--- config.mk ---
export PLATFORM = sky130hd
export DESIGN_NAME = iar_device_flat
export DESIGN_NICKNAME = d
export VERILOG_FILES = /design/src/shared/iar_link_if.sv /design/src/hdl/iar_sync.sv /design/src/hdl/iar_device.sv /design/src/flat_wrapper.sv
export VERILOG_INCLUDE_DIRS = /design/src /design/src/shared
export SDC_FILE = /design/constraint.sdc
export NUM_CORES = 1
export LEC_CHECK = 0
export BUFFER_PORTS_ARGS = -buffer_cell sky130_fd_sc_hd__buf_2
export CORE_UTILIZATION = 25
export CTS_BUF_LIST = sky130_fd_sc_hd__clkbuf_16
export DETAILED_ROUTE_END_ITERATION = 8
export HOLD_SLACK_MARGIN = 0.12
export SYNTH_ARGS = -nofsm -noshare
export SYNTH_HDL_FRONTEND = slang
export SYNTH_SLANG_ARGS = --single-unit
--- constraint.sdc ---
create_clock -name clk_i -period 3.34 [get_ports clk_i]
set_clock_uncertainty 0.15 [all_clocks]
set_input_delay 0.501 -clock clk_i [delete_from_list [all_inputs] [get_ports clk_i]]
set_output_delay 0.501 -clock clk_i [all_outputs]
set_load 0.01 [all_outputs]
--- src/shared/iar_defs.svh ---
// Register offsets, field positions, reset values and timing counts
// for the input alarm status block. Included by bare name; no logic here.
`ifndef IAR_DEFS_SVH
`define IAR_DEFS_SVH
// ============================================================
// Register map (device register index, 16-bit data)
`define IAR_ADDR_W 5
`define IAR_OFF_FAILS 5'h04
`define IAR_OFF_ALARMS 5'h05
`define IAR_OFF_CTRL 5'h01
`define IAR_OFF_SHUT 5'h02
`define IAR_OFF_MASK 5'h07
// ============================================================
// Alarm flag positions
`define IAR_BIT_ZERO 15
`define IAR_BIT_COLL 13
`define IAR_BIT_ONE 12
`define IAR_BIT_TWO 11
`define IAR_BIT_CONVGONE 10
`define IAR_BIT_DCLKGONE 9
`define IAR_BIT_FORCE 8
`define IAR_BIT_PAT 7
`define IAR_BIT_PLL 5
`define IAR_BIT_RPAR 4
`define IAR_BIT_FPAR 3
`define IAR_BIT_FRPAR 2
// Control register (offset 1) fields
`define IAR_CTRL_PATEN 15
`define IAR_CTRL_FRPAR 0
// Shutdown enable register (offset 2) fields
`define IAR_SHUT_CONV 14
`define IAR_SHUT_DCLK 13
`define IAR_SHUT_COLL 12
// ============================================================
// Reset values
`define IAR_MASK_RST 16'hffff
`define IAR_SHUT_RST 16'h7000
`define IAR_CTRL_RST 16'h0000
`define IAR_MIDSCALE 16'h8000
`define IAR_PTR_RST 8'h01
// ============================================================
// Timing: a clock is lost after this many ns without an edge
`define IAR_GONE_NS 1000
`define IAR_CLK_NS 10
`define IAR_GONE_CYC ((`IAR_GONE_NS) / (`IAR_CLK_NS))
// Host link clock divider: half period in system clocks
`define IAR_HALF_DIV 4
`endif

--- src/shared/iar_link_if.sv ---
// Link between the data source / register master and the alarm device.
// Plain wires; the bench drives the conversion clock monitor inputs.
`timescale 1ns/100ps
interface iar_link_if;
  logic data_clk;          // Input data clock made by the source
  logic [15:0] data;       // Input data bus
  logic par_r;             // Parity bit for rising-edge data
  logic par_f;             // Parity bit for falling-edge data
  logic frame;             // Frame strobe, parity carrier in frame mode
  logic reg_req;           // Register request toggle
  logic reg_we;            // Register write
  logic [4:0] reg_addr;    // Register index
  logic [15:0] reg_wdata;  // Write data
  logic reg_ack;           // Answer toggle
  logic [15:0] reg_rdata;  // Read data
  modport device (input data_clk, data, par_r, par_f, frame, reg_req, reg_we, reg_addr, reg_wdata,
                  output reg_ack, reg_rdata);
  modport source (output data_clk, data, par_r, par_f, frame, reg_req, reg_we, reg_addr, reg_wdata,
                  input reg_ack, reg_rdata);
endinterface : iar_link_if

--- src/hdl/iar_sync.sv ---
// Two-flop synchroniser for a bundle of levels from another domain.
// Assumes the input is stable long enough to be sampled at least once.
`timescale 1ns/100ps
module iar_sync #(
  parameter int W = 1
) (
  // Clock and reset
  input wire logic clk_i,
  input wire logic rst_i,
  // Levels
  input wire logic [W-1:0] d_i,
  output logic [W-1:0] q_o
);
  logic [W-1:0] meta_q;
  // Only the second flop is read downstream
  always_ff @(posedge clk_i)
  begin
    if (rst_i)
    begin
      meta_q <= '0;
      q_o <= '0;
    end
    else
    begin
      meta_q <= d_i;
      q_o <= meta_q;
    end
  end
endmodule : iar_sync

--- src/hdl/iar_device.sv ---
// Alarm status registers of the input data interface: bit-fail result,
// sticky alarm flags, output forcing to midscale.
// Assumes link pins are asynchronous; FIFO pointers and PLL lock arrive from the core.
// ============================================================
`timescale 1ns/100ps
`include "iar_defs.svh"
module iar_device (
  // Clock and reset
  input wire logic clk_i,
  input wire logic rst_i,
  // Link to the data source
  iar_link_if.device link,
  // Core side
  input wire logic conv_clk_i,
  input wire logic [7:0] wr_ptr_i,
  input wire logic [7:0] rd_ptr_i,
  input wire logic pll_lock_i,
  input wire logic resync_i,
  input wire logic [15:0] pattern_i,
  // Converter samples
  input wire logic [15:0] sample_a_i,
  input wire logic [15:0] sample_b_i,
  output logic [15:0] out_a_o,
  output logic [15:0] out_b_o,
  output logic shutdown_o
);
  localparam int GONE = `IAR_GONE_CYC;
  // ============================================================
  // Synchronisers: every link pin passes two flops
  logic [15:0] data_s;
  logic [4:0] addr_s;
  logic [15:0] wdata_s;
  logic [7:0] wp_s;
  logic [7:0] rp_s;
  logic dclk_s, par_r_s, par_f_s, frame_s, req_s, we_s, conv_s, lock_s;
  iar_sync #(.W(16)) u_sd (.clk_i(clk_i), .rst_i(rst_i), .d_i(link.data), .q_o(data_s));
  iar_sync #(.W(16)) u_sw (.clk_i(clk_i), .rst_i(rst_i), .d_i(link.reg_wdata), .q_o(wdata_s));
  iar_sync #(.W(5)) u_sa (.clk_i(clk_i), .rst_i(rst_i), .d_i(link.reg_addr), .q_o(addr_s));
  iar_sync #(.W(16)) u_sp (.clk_i(clk_i), .rst_i(rst_i), .d_i({wr_ptr_i, rd_ptr_i}), .q_o({wp_s, rp_s}));
  iar_sync #(.W(8)) u_sc (.clk_i(clk_i), .rst_i(rst_i),
    .d_i({link.data_clk, link.par_r, link.par_f, link.frame, link.reg_req, link.reg_we, conv_clk_i, pll_lock_i}),
    .q_o({dclk_s, par_r_s, par_f_s, frame_s, req_s, we_s, conv_s, lock_s}));
  // ============================================================
  // Edge detection and clock monitors
  logic dclk_q, conv_q, req_q, rise_q, fall_q;
  logic [15:0] dgone_cnt_q, cgone_cnt_q, ptr_q;
  wire dclk_rise = dclk_s & ~dclk_q;
  wire dclk_fall = ~dclk_s & dclk_q;
  wire conv_edge = conv_s ^ conv_q;
  wire req_new = req_s ^ req_q;
  wire dclk_gone = (dgone_cnt_q == 16'(GONE));
  wire conv_gone = (cgone_cnt_q == 16'(GONE));
  // A one-hot step caught mid-move can look empty or colliding, so only a repeated word counts
  wire ptr_stable = (ptr_q == {wp_s, rp_s});
  always_ff @(posedge clk_i)
  begin
    if (rst_i)
    begin
      dclk_q <= 1'b0;
      conv_q <= 1'b0;
      req_q <= 1'b0;
      rise_q <= 1'b0;
      fall_q <= 1'b0;
      ptr_q <= 16'h0000;
      dgone_cnt_q <= 16'h0000;
      cgone_cnt_q <= 16'h0000;
    end
    else
    begin
      dclk_q <= dclk_s;
      conv_q <= conv_s;
      req_q <= req_s;
      // Data is judged one cycle after its edge, when a skewed bus has settled
      rise_q <= dclk_rise;
      fall_q <= dclk_fall;
      ptr_q <= {wp_s, rp_s};
      dgone_cnt_q <= (dclk_rise | dclk_fall) ? 16'h0000 : (dclk_gone ? dgone_cnt_q : dgone_cnt_q + 16'h0001);
      cgone_cnt_q <= conv_edge ? 16'h0000 : (conv_gone ? cgone_cnt_q : cgone_cnt_q + 16'h0001);
    end
  end
  // ============================================================
  // Configuration registers
  logic [15:0] ctrl_q, shut_q, mask_q, fails_q, alarm_q;
  wire wr = req_new & we_s;
  wire wr_fails = wr & (addr_s == `IAR_OFF_FAILS);
  wire wr_alarm = wr & (addr_s == `IAR_OFF_ALARMS);
  wire pat_en = ctrl_q[`IAR_CTRL_PATEN];
  wire frame_mode = ctrl_q[`IAR_CTRL_FRPAR];
  // ============================================================
  // Detectors
  wire [15:0] diff = data_s ^ pattern_i;
  wire [15:0] fail_hit = (pat_en & (rise_q | fall_q)) ? diff : 16'h0000;
  wire pat_hit = |fail_hit;
  wire zero_hit = ptr_stable & (wp_s == 8'h00);
  wire coll_hit = ptr_stable & ((wp_s & rp_s) != 8'h00);
  wire one_hit = (({wp_s[6:0], wp_s[7]} & rp_s) != 8'h00) | (({wp_s[0], wp_s[7:1]} & rp_s) != 8'h00);
  wire two_hit = (({wp_s[5:0], wp_s[7:6]} & rp_s) != 8'h00) | (({wp_s[1:0], wp_s[7:2]} & rp_s) != 8'h00);
  wire par_odd = ^data_s;
  wire rpar_hit = rise_q & ~frame_mode & (par_odd != par_r_s);
  wire fpar_hit = fall_q & ~frame_mode & (par_odd != par_f_s);
  wire frpar_hit = rise_q & frame_mode & (par_odd != frame_s);
  wire pll_hit = ~lock_s;
  wire force_hit = conv_gone | dclk_gone | coll_hit;
  logic [15:0] alarm_set;
  always_comb
  begin
    alarm_set = 16'h0000;
    alarm_set[`IAR_BIT_ZERO] = zero_hit & ~resync_i;
    alarm_set[`IAR_BIT_COLL] = coll_hit;
    alarm_set[`IAR_BIT_ONE] = ptr_stable & one_hit & ~coll_hit;
    alarm_set[`IAR_BIT_TWO] = ptr_stable & two_hit & ~one_hit & ~coll_hit;
    alarm_set[`IAR_BIT_CONVGONE] = conv_gone;
    alarm_set[`IAR_BIT_DCLKGONE] = dclk_gone;
    alarm_set[`IAR_BIT_FORCE] = force_hit;
    alarm_set[`IAR_BIT_PAT] = pat_hit;
    alarm_set[`IAR_BIT_PLL] = pll_hit;
    alarm_set[`IAR_BIT_RPAR] = rpar_hit;
    alarm_set[`IAR_BIT_FPAR] = fpar_hit;
    alarm_set[`IAR_BIT_FRPAR] = frpar_hit;
  end
  // Write-to-clear: ones written clear, a new event in the same cycle wins
  wire [15:0] alarm_d = (alarm_q & ~(wr_alarm ? wdata_s : 16'h0000)) | alarm_set;
  wire [15:0] fails_d = (fails_q & ~(wr_fails ? wdata_s : 16'h0000)) | fail_hit;
  always_ff @(posedge clk_i)
  begin
    if (rst_i)
    begin
      ctrl_q <= `IAR_CTRL_RST;
      shut_q <= `IAR_SHUT_RST;
      mask_q <= `IAR_MASK_RST;
      alarm_q <= 16'h0000;
    end
    else
    begin
      if (wr & (addr_s == `IAR_OFF_CTRL))
        ctrl_q <= wdata_s;
      if (wr & (addr_s == `IAR_OFF_SHUT))
        shut_q <= wdata_s;
      if (wr & (addr_s == `IAR_OFF_MASK))
        mask_q <= wdata_s;
      alarm_q <= alarm_d;
    end
  end
  // Result register has no reset value, as in the real part
  always_ff @(posedge clk_i)
  begin
    fails_q <= fails_d;
  end
  // ============================================================
  // Output shutdown: alarm must be enabled and unmasked
  wire force_ok = alarm_q[`IAR_BIT_FORCE] & ~mask_q[`IAR_BIT_FORCE];
  wire sd_coll = shut_q[`IAR_SHUT_COLL] & alarm_q[`IAR_BIT_COLL] & ~mask_q[`IAR_BIT_COLL];
  wire sd_conv = shut_q[`IAR_SHUT_CONV] & alarm_q[`IAR_BIT_CONVGONE] & ~mask_q[`IAR_BIT_CONVGONE];
  wire sd_dclk = shut_q[`IAR_SHUT_DCLK] & alarm_q[`IAR_BIT_DCLKGONE] & ~mask_q[`IAR_BIT_DCLKGONE];
  wire sd = force_ok & (sd_coll | sd_conv | sd_dclk);
  // ============================================================
  // Register read and answer
  logic [15:0] rdata_mux;
  always_comb
  begin
    case (addr_s)
      `IAR_OFF_FAILS: rdata_mux = fails_q;
      `IAR_OFF_ALARMS: rdata_mux = alarm_q & 16'hbfbc;
      `IAR_OFF_CTRL: rdata_mux = ctrl_q;
      `IAR_OFF_SHUT: rdata_mux = shut_q;
      `IAR_OFF_MASK: rdata_mux = mask_q;
      default: rdata_mux = 16'h0000;
    endcase
  end
  logic ack_q;
  logic [15:0] rdata_q;
  assign link.reg_ack = ack_q;
  assign link.reg_rdata = rdata_q;
  always_ff @(posedge clk_i)
  begin
    if (rst_i)
    begin
      ack_q <= 1'b0;
      rdata_q <= 16'h0000;
      out_a_o <= 16'h0000;
      out_b_o <= 16'h0000;
      shutdown_o <= 1'b0;
    end
    else
    begin
      if (req_new)
      begin
        ack_q <= ~ack_q;
        rdata_q <= rdata_mux;
      end
      out_a_o <= sd ? `IAR_MIDSCALE : sample_a_i;
      out_b_o <= sd ? `IAR_MIDSCALE : sample_b_i;
      shutdown_o <= sd;
    end
  end
endmodule : iar_device

--- src/flat_wrapper.sv ---
// flat-port wrapper written by rule: the top's interface ports become plain ports
module iar_device_flat 
  (clk_i, rst_i, conv_clk_i, wr_ptr_i, rd_ptr_i, pll_lock_i, resync_i, pattern_i, sample_a_i, sample_b_i, out_a_o, out_b_o, shutdown_o, link_data_clk, link_data, link_par_r, link_par_f, link_frame, link_reg_req, link_reg_we, link_reg_addr, link_reg_wdata, link_reg_ack, link_reg_rdata);
  iar_link_if link_i ();
  input wire logic clk_i;
  input wire logic rst_i;
  input wire logic conv_clk_i;
  input wire logic [7:0] wr_ptr_i;
  input wire logic [7:0] rd_ptr_i;
  input wire logic pll_lock_i;
  input wire logic resync_i;
  input wire logic [15:0] pattern_i;
  input wire logic [15:0] sample_a_i;
  input wire logic [15:0] sample_b_i;
  output logic [15:0] out_a_o;
  output logic [15:0] out_b_o;
  output logic shutdown_o;
  input wire logic [$bits(link_i.data_clk)-1:0] link_data_clk;
  input wire logic [$bits(link_i.data)-1:0] link_data;
  input wire logic [$bits(link_i.par_r)-1:0] link_par_r;
  input wire logic [$bits(link_i.par_f)-1:0] link_par_f;
  input wire logic [$bits(link_i.frame)-1:0] link_frame;
  input wire logic [$bits(link_i.reg_req)-1:0] link_reg_req;
  input wire logic [$bits(link_i.reg_we)-1:0] link_reg_we;
  input wire logic [$bits(link_i.reg_addr)-1:0] link_reg_addr;
  input wire logic [$bits(link_i.reg_wdata)-1:0] link_reg_wdata;
  output wire logic [$bits(link_i.reg_ack)-1:0] link_reg_ack;
  output wire logic [$bits(link_i.reg_rdata)-1:0] link_reg_rdata;
  assign link_i.data_clk = link_data_clk;
  assign link_i.data = link_data;
  assign link_i.par_r = link_par_r;
  assign link_i.par_f = link_par_f;
  assign link_i.frame = link_frame;
  assign link_i.reg_req = link_reg_req;
  assign link_i.reg_we = link_reg_we;
  assign link_i.reg_addr = link_reg_addr;
  assign link_i.reg_wdata = link_reg_wdata;
  assign link_reg_ack = link_i.reg_ack;
  assign link_reg_rdata = link_i.reg_rdata;
  iar_device u_core (.clk_i(clk_i), .rst_i(rst_i), .link(link_i), .conv_clk_i(conv_clk_i), .wr_ptr_i(wr_ptr_i), .rd_ptr_i(rd_ptr_i), .pll_lock_i(pll_lock_i), .resync_i(resync_i), .pattern_i(pattern_i), .sample_a_i(sample_a_i), .sample_b_i(sample_b_i), .out_a_o(out_a_o), .out_b_o(out_b_o), .shutdown_o(shutdown_o));
endmodule
* Word level (Yosys, flattened, before mapping)
Cells that the tools add are included.
Operators by class: $add $sub $neg 2, eq/ne operators 11, muxes and demuxes 6, bitwise operators 65, reduce and logical (&&, ||, !) cells 11
Operators by type and width (count):
- $mux W16 | 5
- $pmux W16 S5 | 1
- $and A8 B8 Y8 | 5
- $reduce_bool A8 Y1 | 5
- $add A16 B1 Y16 const B | 2
- $and A16 B16 Y16 | 2
- $eq A16 B7 Y1 const B | 2
- $not A16 Y16 | 2
- $or A16 B16 Y16 | 2
- $and A1 B1 Y1 | 31
- $eq A16 B16 Y1 | 1
- $reduce_or A16 Y1 | 1
- $reduce_xor A16 Y1 | 1
- $xor A16 B16 Y16 | 1
- $eq A5 B3 Y1 const B | 3
- $not A1 Y1 | 12
- $logic_not A8 Y1 | 1
- $or A1 B1 Y1 | 8
- $reduce_or A2 Y1 | 3
- $eq A5 B1 Y1 const B | 1
- $eq A5 B2 Y1 const B | 1
- $ne A1 B1 Y1 | 3
- $xor A1 B1 Y1 | 2
Word-level totals: flip-flop bits (word level) 305, input bits 112, output and inout port bits 50, word-level logic and storage cells 125

* Logic depth before layout (Yosys ltp)
depth after elaboration 7, depth in mapped cells 8, depth with buffers taken out 7

* By module
From an unflattened synthesis, not the netlist that was laid out.
Second synthesis, totals: cell total of the unflattened synthesis 1064, area, all modules 10766.6 µm²
Modules (own cells, without submodules):
- iar_device | instances 1, cells each 810, area an instance 7449.6 µm², sequential area each 3583.4 µm²
- iar_sync (u_core.u_sd ...) | instances 3, cells each 67, area an instance 863.3 µm², sequential area each 640.6 µm²
- iar_sync (u_core.u_sc) | instances 1, cells each 33, area an instance 464.2 µm², sequential area each 320.3 µm²
- iar_sync (u_core.u_sa) | instances 1, cells each 20, area an instance 262.8 µm², sequential area each 200.2 µm²

* Worst setup path before layout
No wires, ideal clock.
path type register -> register, start register u_core.dgone_cnt_q[0], end register u_core.dgone_cnt_q[11], setup time 128 ps, arrival time 1790 ps, data required time 3062 ps, setup slack 1272 ps, stages on the path, launching flop included 9, buffers on the path 1, clock period less this slack 2068 ps, cells stage by stage dfxtp_1 > inv_1 > ha_1 > or3b_2 > nor4_2 > buf_2 > nor4_1 > xnor2_1 > nor2_1
Between the ends: word-level cells in the longest chain between the ends 1, elaborated cells between the ends (all ways) 2, those cells by class add/sub (1); eq/ne (1)
RTL lines:
- start, declared | RTL line iar_device.sv:46 | logic [15:0] dgone_cnt_q, cgone_cnt_q, ptr_q;
- start signal, assigned | RTL line iar_device.sv:77 | dgone_cnt_q <= (dclk_rise | dclk_fall) ? 16'h0000 : (dclk_gone ? dgone_cnt_q : dgone_cnt_q + 16'h0001);
- $add A16 B1 Y16 or $eq A16 B7 Y1 (tied branches) | RTL line iar_device.sv:77, iar_device.sv:51
Parallel ways exist; a longest one is shown, timed or not. A chain may end at the register's enable or synchronous reset.

* Final worst setup path
start register u_core.u_sa.q_o[2], end register u_core.mask_q[14]
Between the ends: word-level cells in the longest chain between the ends 2
RTL lines:
- start, declared | RTL line iar_sync.sv:12 | output logic [W-1:0] q_o
- start signal, assigned | RTL line iar_sync.sv:26 | q_o <= meta_q;
- $eq A5 B3 Y1 (no line)
- $and A1 B1 Y1 | RTL line iar_device.sv:139 | if (wr & (addr_s == `IAR_OFF_MASK))
- end signal, assigned | RTL line iar_device.sv:130 | mask_q <= `IAR_MASK_RST;
- end signal, assigned | RTL line iar_device.sv:140 | mask_q <= wdata_s;
- end, declared | RTL line iar_device.sv:83 | logic [15:0] ctrl_q, shut_q, mask_q, fails_q, alarm_q;
Every way passes these cells.

==> results.toml <==
[synthesis]
yosysUniqueCellTypes = 50
synth-edff-count = 0
yosysMostFrequentCell = "dfxtp_1"
ys_ff_latch = 301
synthCells = 1047
yosysTopAreaCellShare_pct = 56.22
synth_warnings = 0
syn_area_per_cell_um2 = 10.24
syn-num-nets = 1165
synthesis.area_um2 = 10720
synthTopCellsByArea = "dfxtp_1 (56%), nor2b_1 (8.3%), xnor2_1 (5.1%)"
ys_seq_area_share_pct = 56.22
synth_ff_type = "dfxtp_1"
synth_top_area_cell = "dfxtp_1"
ys_top_cells_by_count = "dfxtp_1 (301), nor2b_1 (143), nand2_1 (92), nor2_1 (85), xnor2_1 (63)"
async_flop_share_pct = 0

[setup_path]
crit_path_top_delay_cell = "or3b_1"
r2r-end = "u_core.mask_q[14]"
rr_worst_depth = 6
cp_max_fo = 17
cp_slowest_stage_delay_ns = 0.54
crit_arrival_ns = 2.61
critPathLaunchType = "register"
endpoint = "u_core.mask_q[14]"
cp.depth = 6
critPathLaunch = "u_core.u_sa.q_o[2]"
end_kind = "register"
crit_required_ns = 3.58
crit_chain = "or3b_1, nor2_4, nand3_1, buf_4, nand2_1, nand3b_1"
rr_startpoint = "u_core.u_sa.q_o[2]"
path_delay_family = "simple AND/OR/NAND/NOR gates"
path_buf_inv = 1
r2r_slack_ns = 0.97
critPathKind = "reg2reg"

[floorplan]
start_util_pct = 25.44
rows = 75
fp.dieW_um = 209.1
die_h_um = 209.1
pin_count = 162
dieArea_um2 = 43710
core_um2 = 42130

[timing]
layout_min_cycle_time_ns = 2.374
setup_tns_ns = 0
setup_viol = 0
fmax_mhz = 421.2
slew_violations = 0
slew_headroom_pct = 52.14
min_period_over_period_pct = 71.08
report.final.hold_viol_count = 0
tightest_slew_ns = 0.7080
rsz0062_at_grt = "no"
worst_slack_ns = 0.9661

[routing]
drc = 0
dr.first_iter.drc_count = 507
vias = 8155
drtPass1Iterations = 7
via_per_inst = 4.363
wire_per_inst_um = 14.99
totalWireLength_mm = 28.01
ant_nets = 0

[placed_design]
place_inst = 1716
portBuffers = 161
gp_congestion = 0.8093
pre_cts_ws_ns = 0.9757
dp_hpwl_mm = 18.72

[cells_and_area]
final_cells = 1869
multi_input_area_um2 = 4437
regArea_um2 = 6026
synthToLayoutAreaGrowth_pct = 32.88
num-nets-final = 1424
drive_above_1_share_pct = 18.05
fillerInstances = 4191
diodes = 0

[pwr]
cellPowerDensity_nw_per_um2 = 579.6
peakVddDrop_mv = 0.3656
leakagePower_uw = 0.005804

[clocking]
cts_tree = "done"
path_clk_slew_ns = 0.06
root_buffer = "clkbuf_16"
htree_levels = 2
cts_buffers = 35
clock-sinks = 301
clockBufferDepth = 3
clk_latency_ns = 0.52

[grt]
grt_max_degree = 120
grt_overflow_total = 0
grt_usage_pct = 12.81
grt_pass1_wl_mm = 44.41
grt_pass1_vias = 8252
antenna_found_initial = 1

[flow_run]
drv_cap = 0

[worst_hold_path]
worstHoldPathType = "in2reg"
worstHoldStart = "link_reg_addr[3]"

[status]
status = "finished, final reports clean"
==> final cells by class <==
class / instances / share of cell area, %
clock buffers: 37 / 6.500
clock inverters: 24 / 1.713
inverters: 11 / 0.2899
multi-input cells: 684 / 31.15
flip-flops and latches: 301 / 42.30
well taps: 539 / 4.735
repair buffers: 273 / 13.31
==> worst min path at each step <==
stage                                 end  cells after the start
finish              u_core.u_sa.meta_q[3]                      2
global route        u_core.u_sa.meta_q[3]                      2
CTS                 u_core.u_sa.meta_q[3]                      2
detailed placement     u_core.u_sd.q_o[3]                      1
global placement       u_core.u_sw.q_o[6]                      1
floorplan               u_core.alarm_q[5]                      1
==> cells by family (layout without fill, tap and decap cells) <==
group	after synthesis	in the layout	share of synthesized area (%)
buffers and inverters	62	345	2.393
multiplexers	27	27	2.521
AND/OR/NAND/NOR	459	459	23.50
AO/OA/AOI/OAI	112	112	7.751
flip-flops	301	301	56.22
XOR/XNOR	80	80	6.922
adder cells (fa/ha/maj)	6	6	0.7003
==> cell usage in the layout (no fill, tap or decap), types with 14 or more instances in the layout <==
cell type      netlist  layout
xnor2_1             63      63
dlygate4sd3_1        0      92
nor2b_1            143     143
nand4_1             14      14
mux2i_1             27      27
and2_1              38      38
nor2_1              85      85
nand2_1             92      92
o21ai_0             14      14
clkbuf_16            0      37
o2bb2ai_1           16      16
inv_1               11      14
xor2_1              14      14
buf_4                1      19
buf_2               10     160
a21oi_1             20      20
nand3b_1            21      21
dfxtp_1            301     301
==> worst register-to-register path: cells and delay by family (launching register included) <==
family	cells	cell delay, ns
AND/OR/NAND/NOR	5	1.41
flip-flops	1	0.44
buffers and inverters	1	0.25
==> per-layer routing <==
| layer | wire [um] | up-vias | GRT usage [%] |
|---|---|---|---|
| met5 | 13 | - | 0 |
| met1 | 12770 | 3798 | 16.52 |
| li1 | - | 4047 | - |
| met3 | 2048 | 44 | 3.622 |
| met4 | 642 | 2 | 4.336 |
| met2 | 12540 | 264 | 20.45 |
==> repair_timing <==
item	in CTS	in global routing
buffers inserted	0	0
hold buffers	92	0
endpoints found under the hold margin	92	0
gates resized for setup	0	0
==> power breakdown <==
part	switching, uW	internal (uW)	total [uW]	leakage [uW]
sequential	88.3	3720	3810	0.00247
clock	1490	2390	3880	0.000585
combinational	253	314	567	0.00275
total	1830	6420	8260	0.00580
==> metrics by stage <==
stage | total power [uW] | hold WS (ns) | util (%) | area [um2]
floorplan | 4164 | 0.2346 | - | 10720
global placement | 4368 | 0.2697 | 28.84 | 12150
detailed placement | 4372 | 0.2731 | 28.84 | 12150
CTS | 8372 | 0.1370 | 33.81 | 14240
global route | 8592 | 0.1677 | 33.81 | 14240
finish | 8256 | 0.1642 | 33.81 | 14240
(Power assumes the default switching activity.)
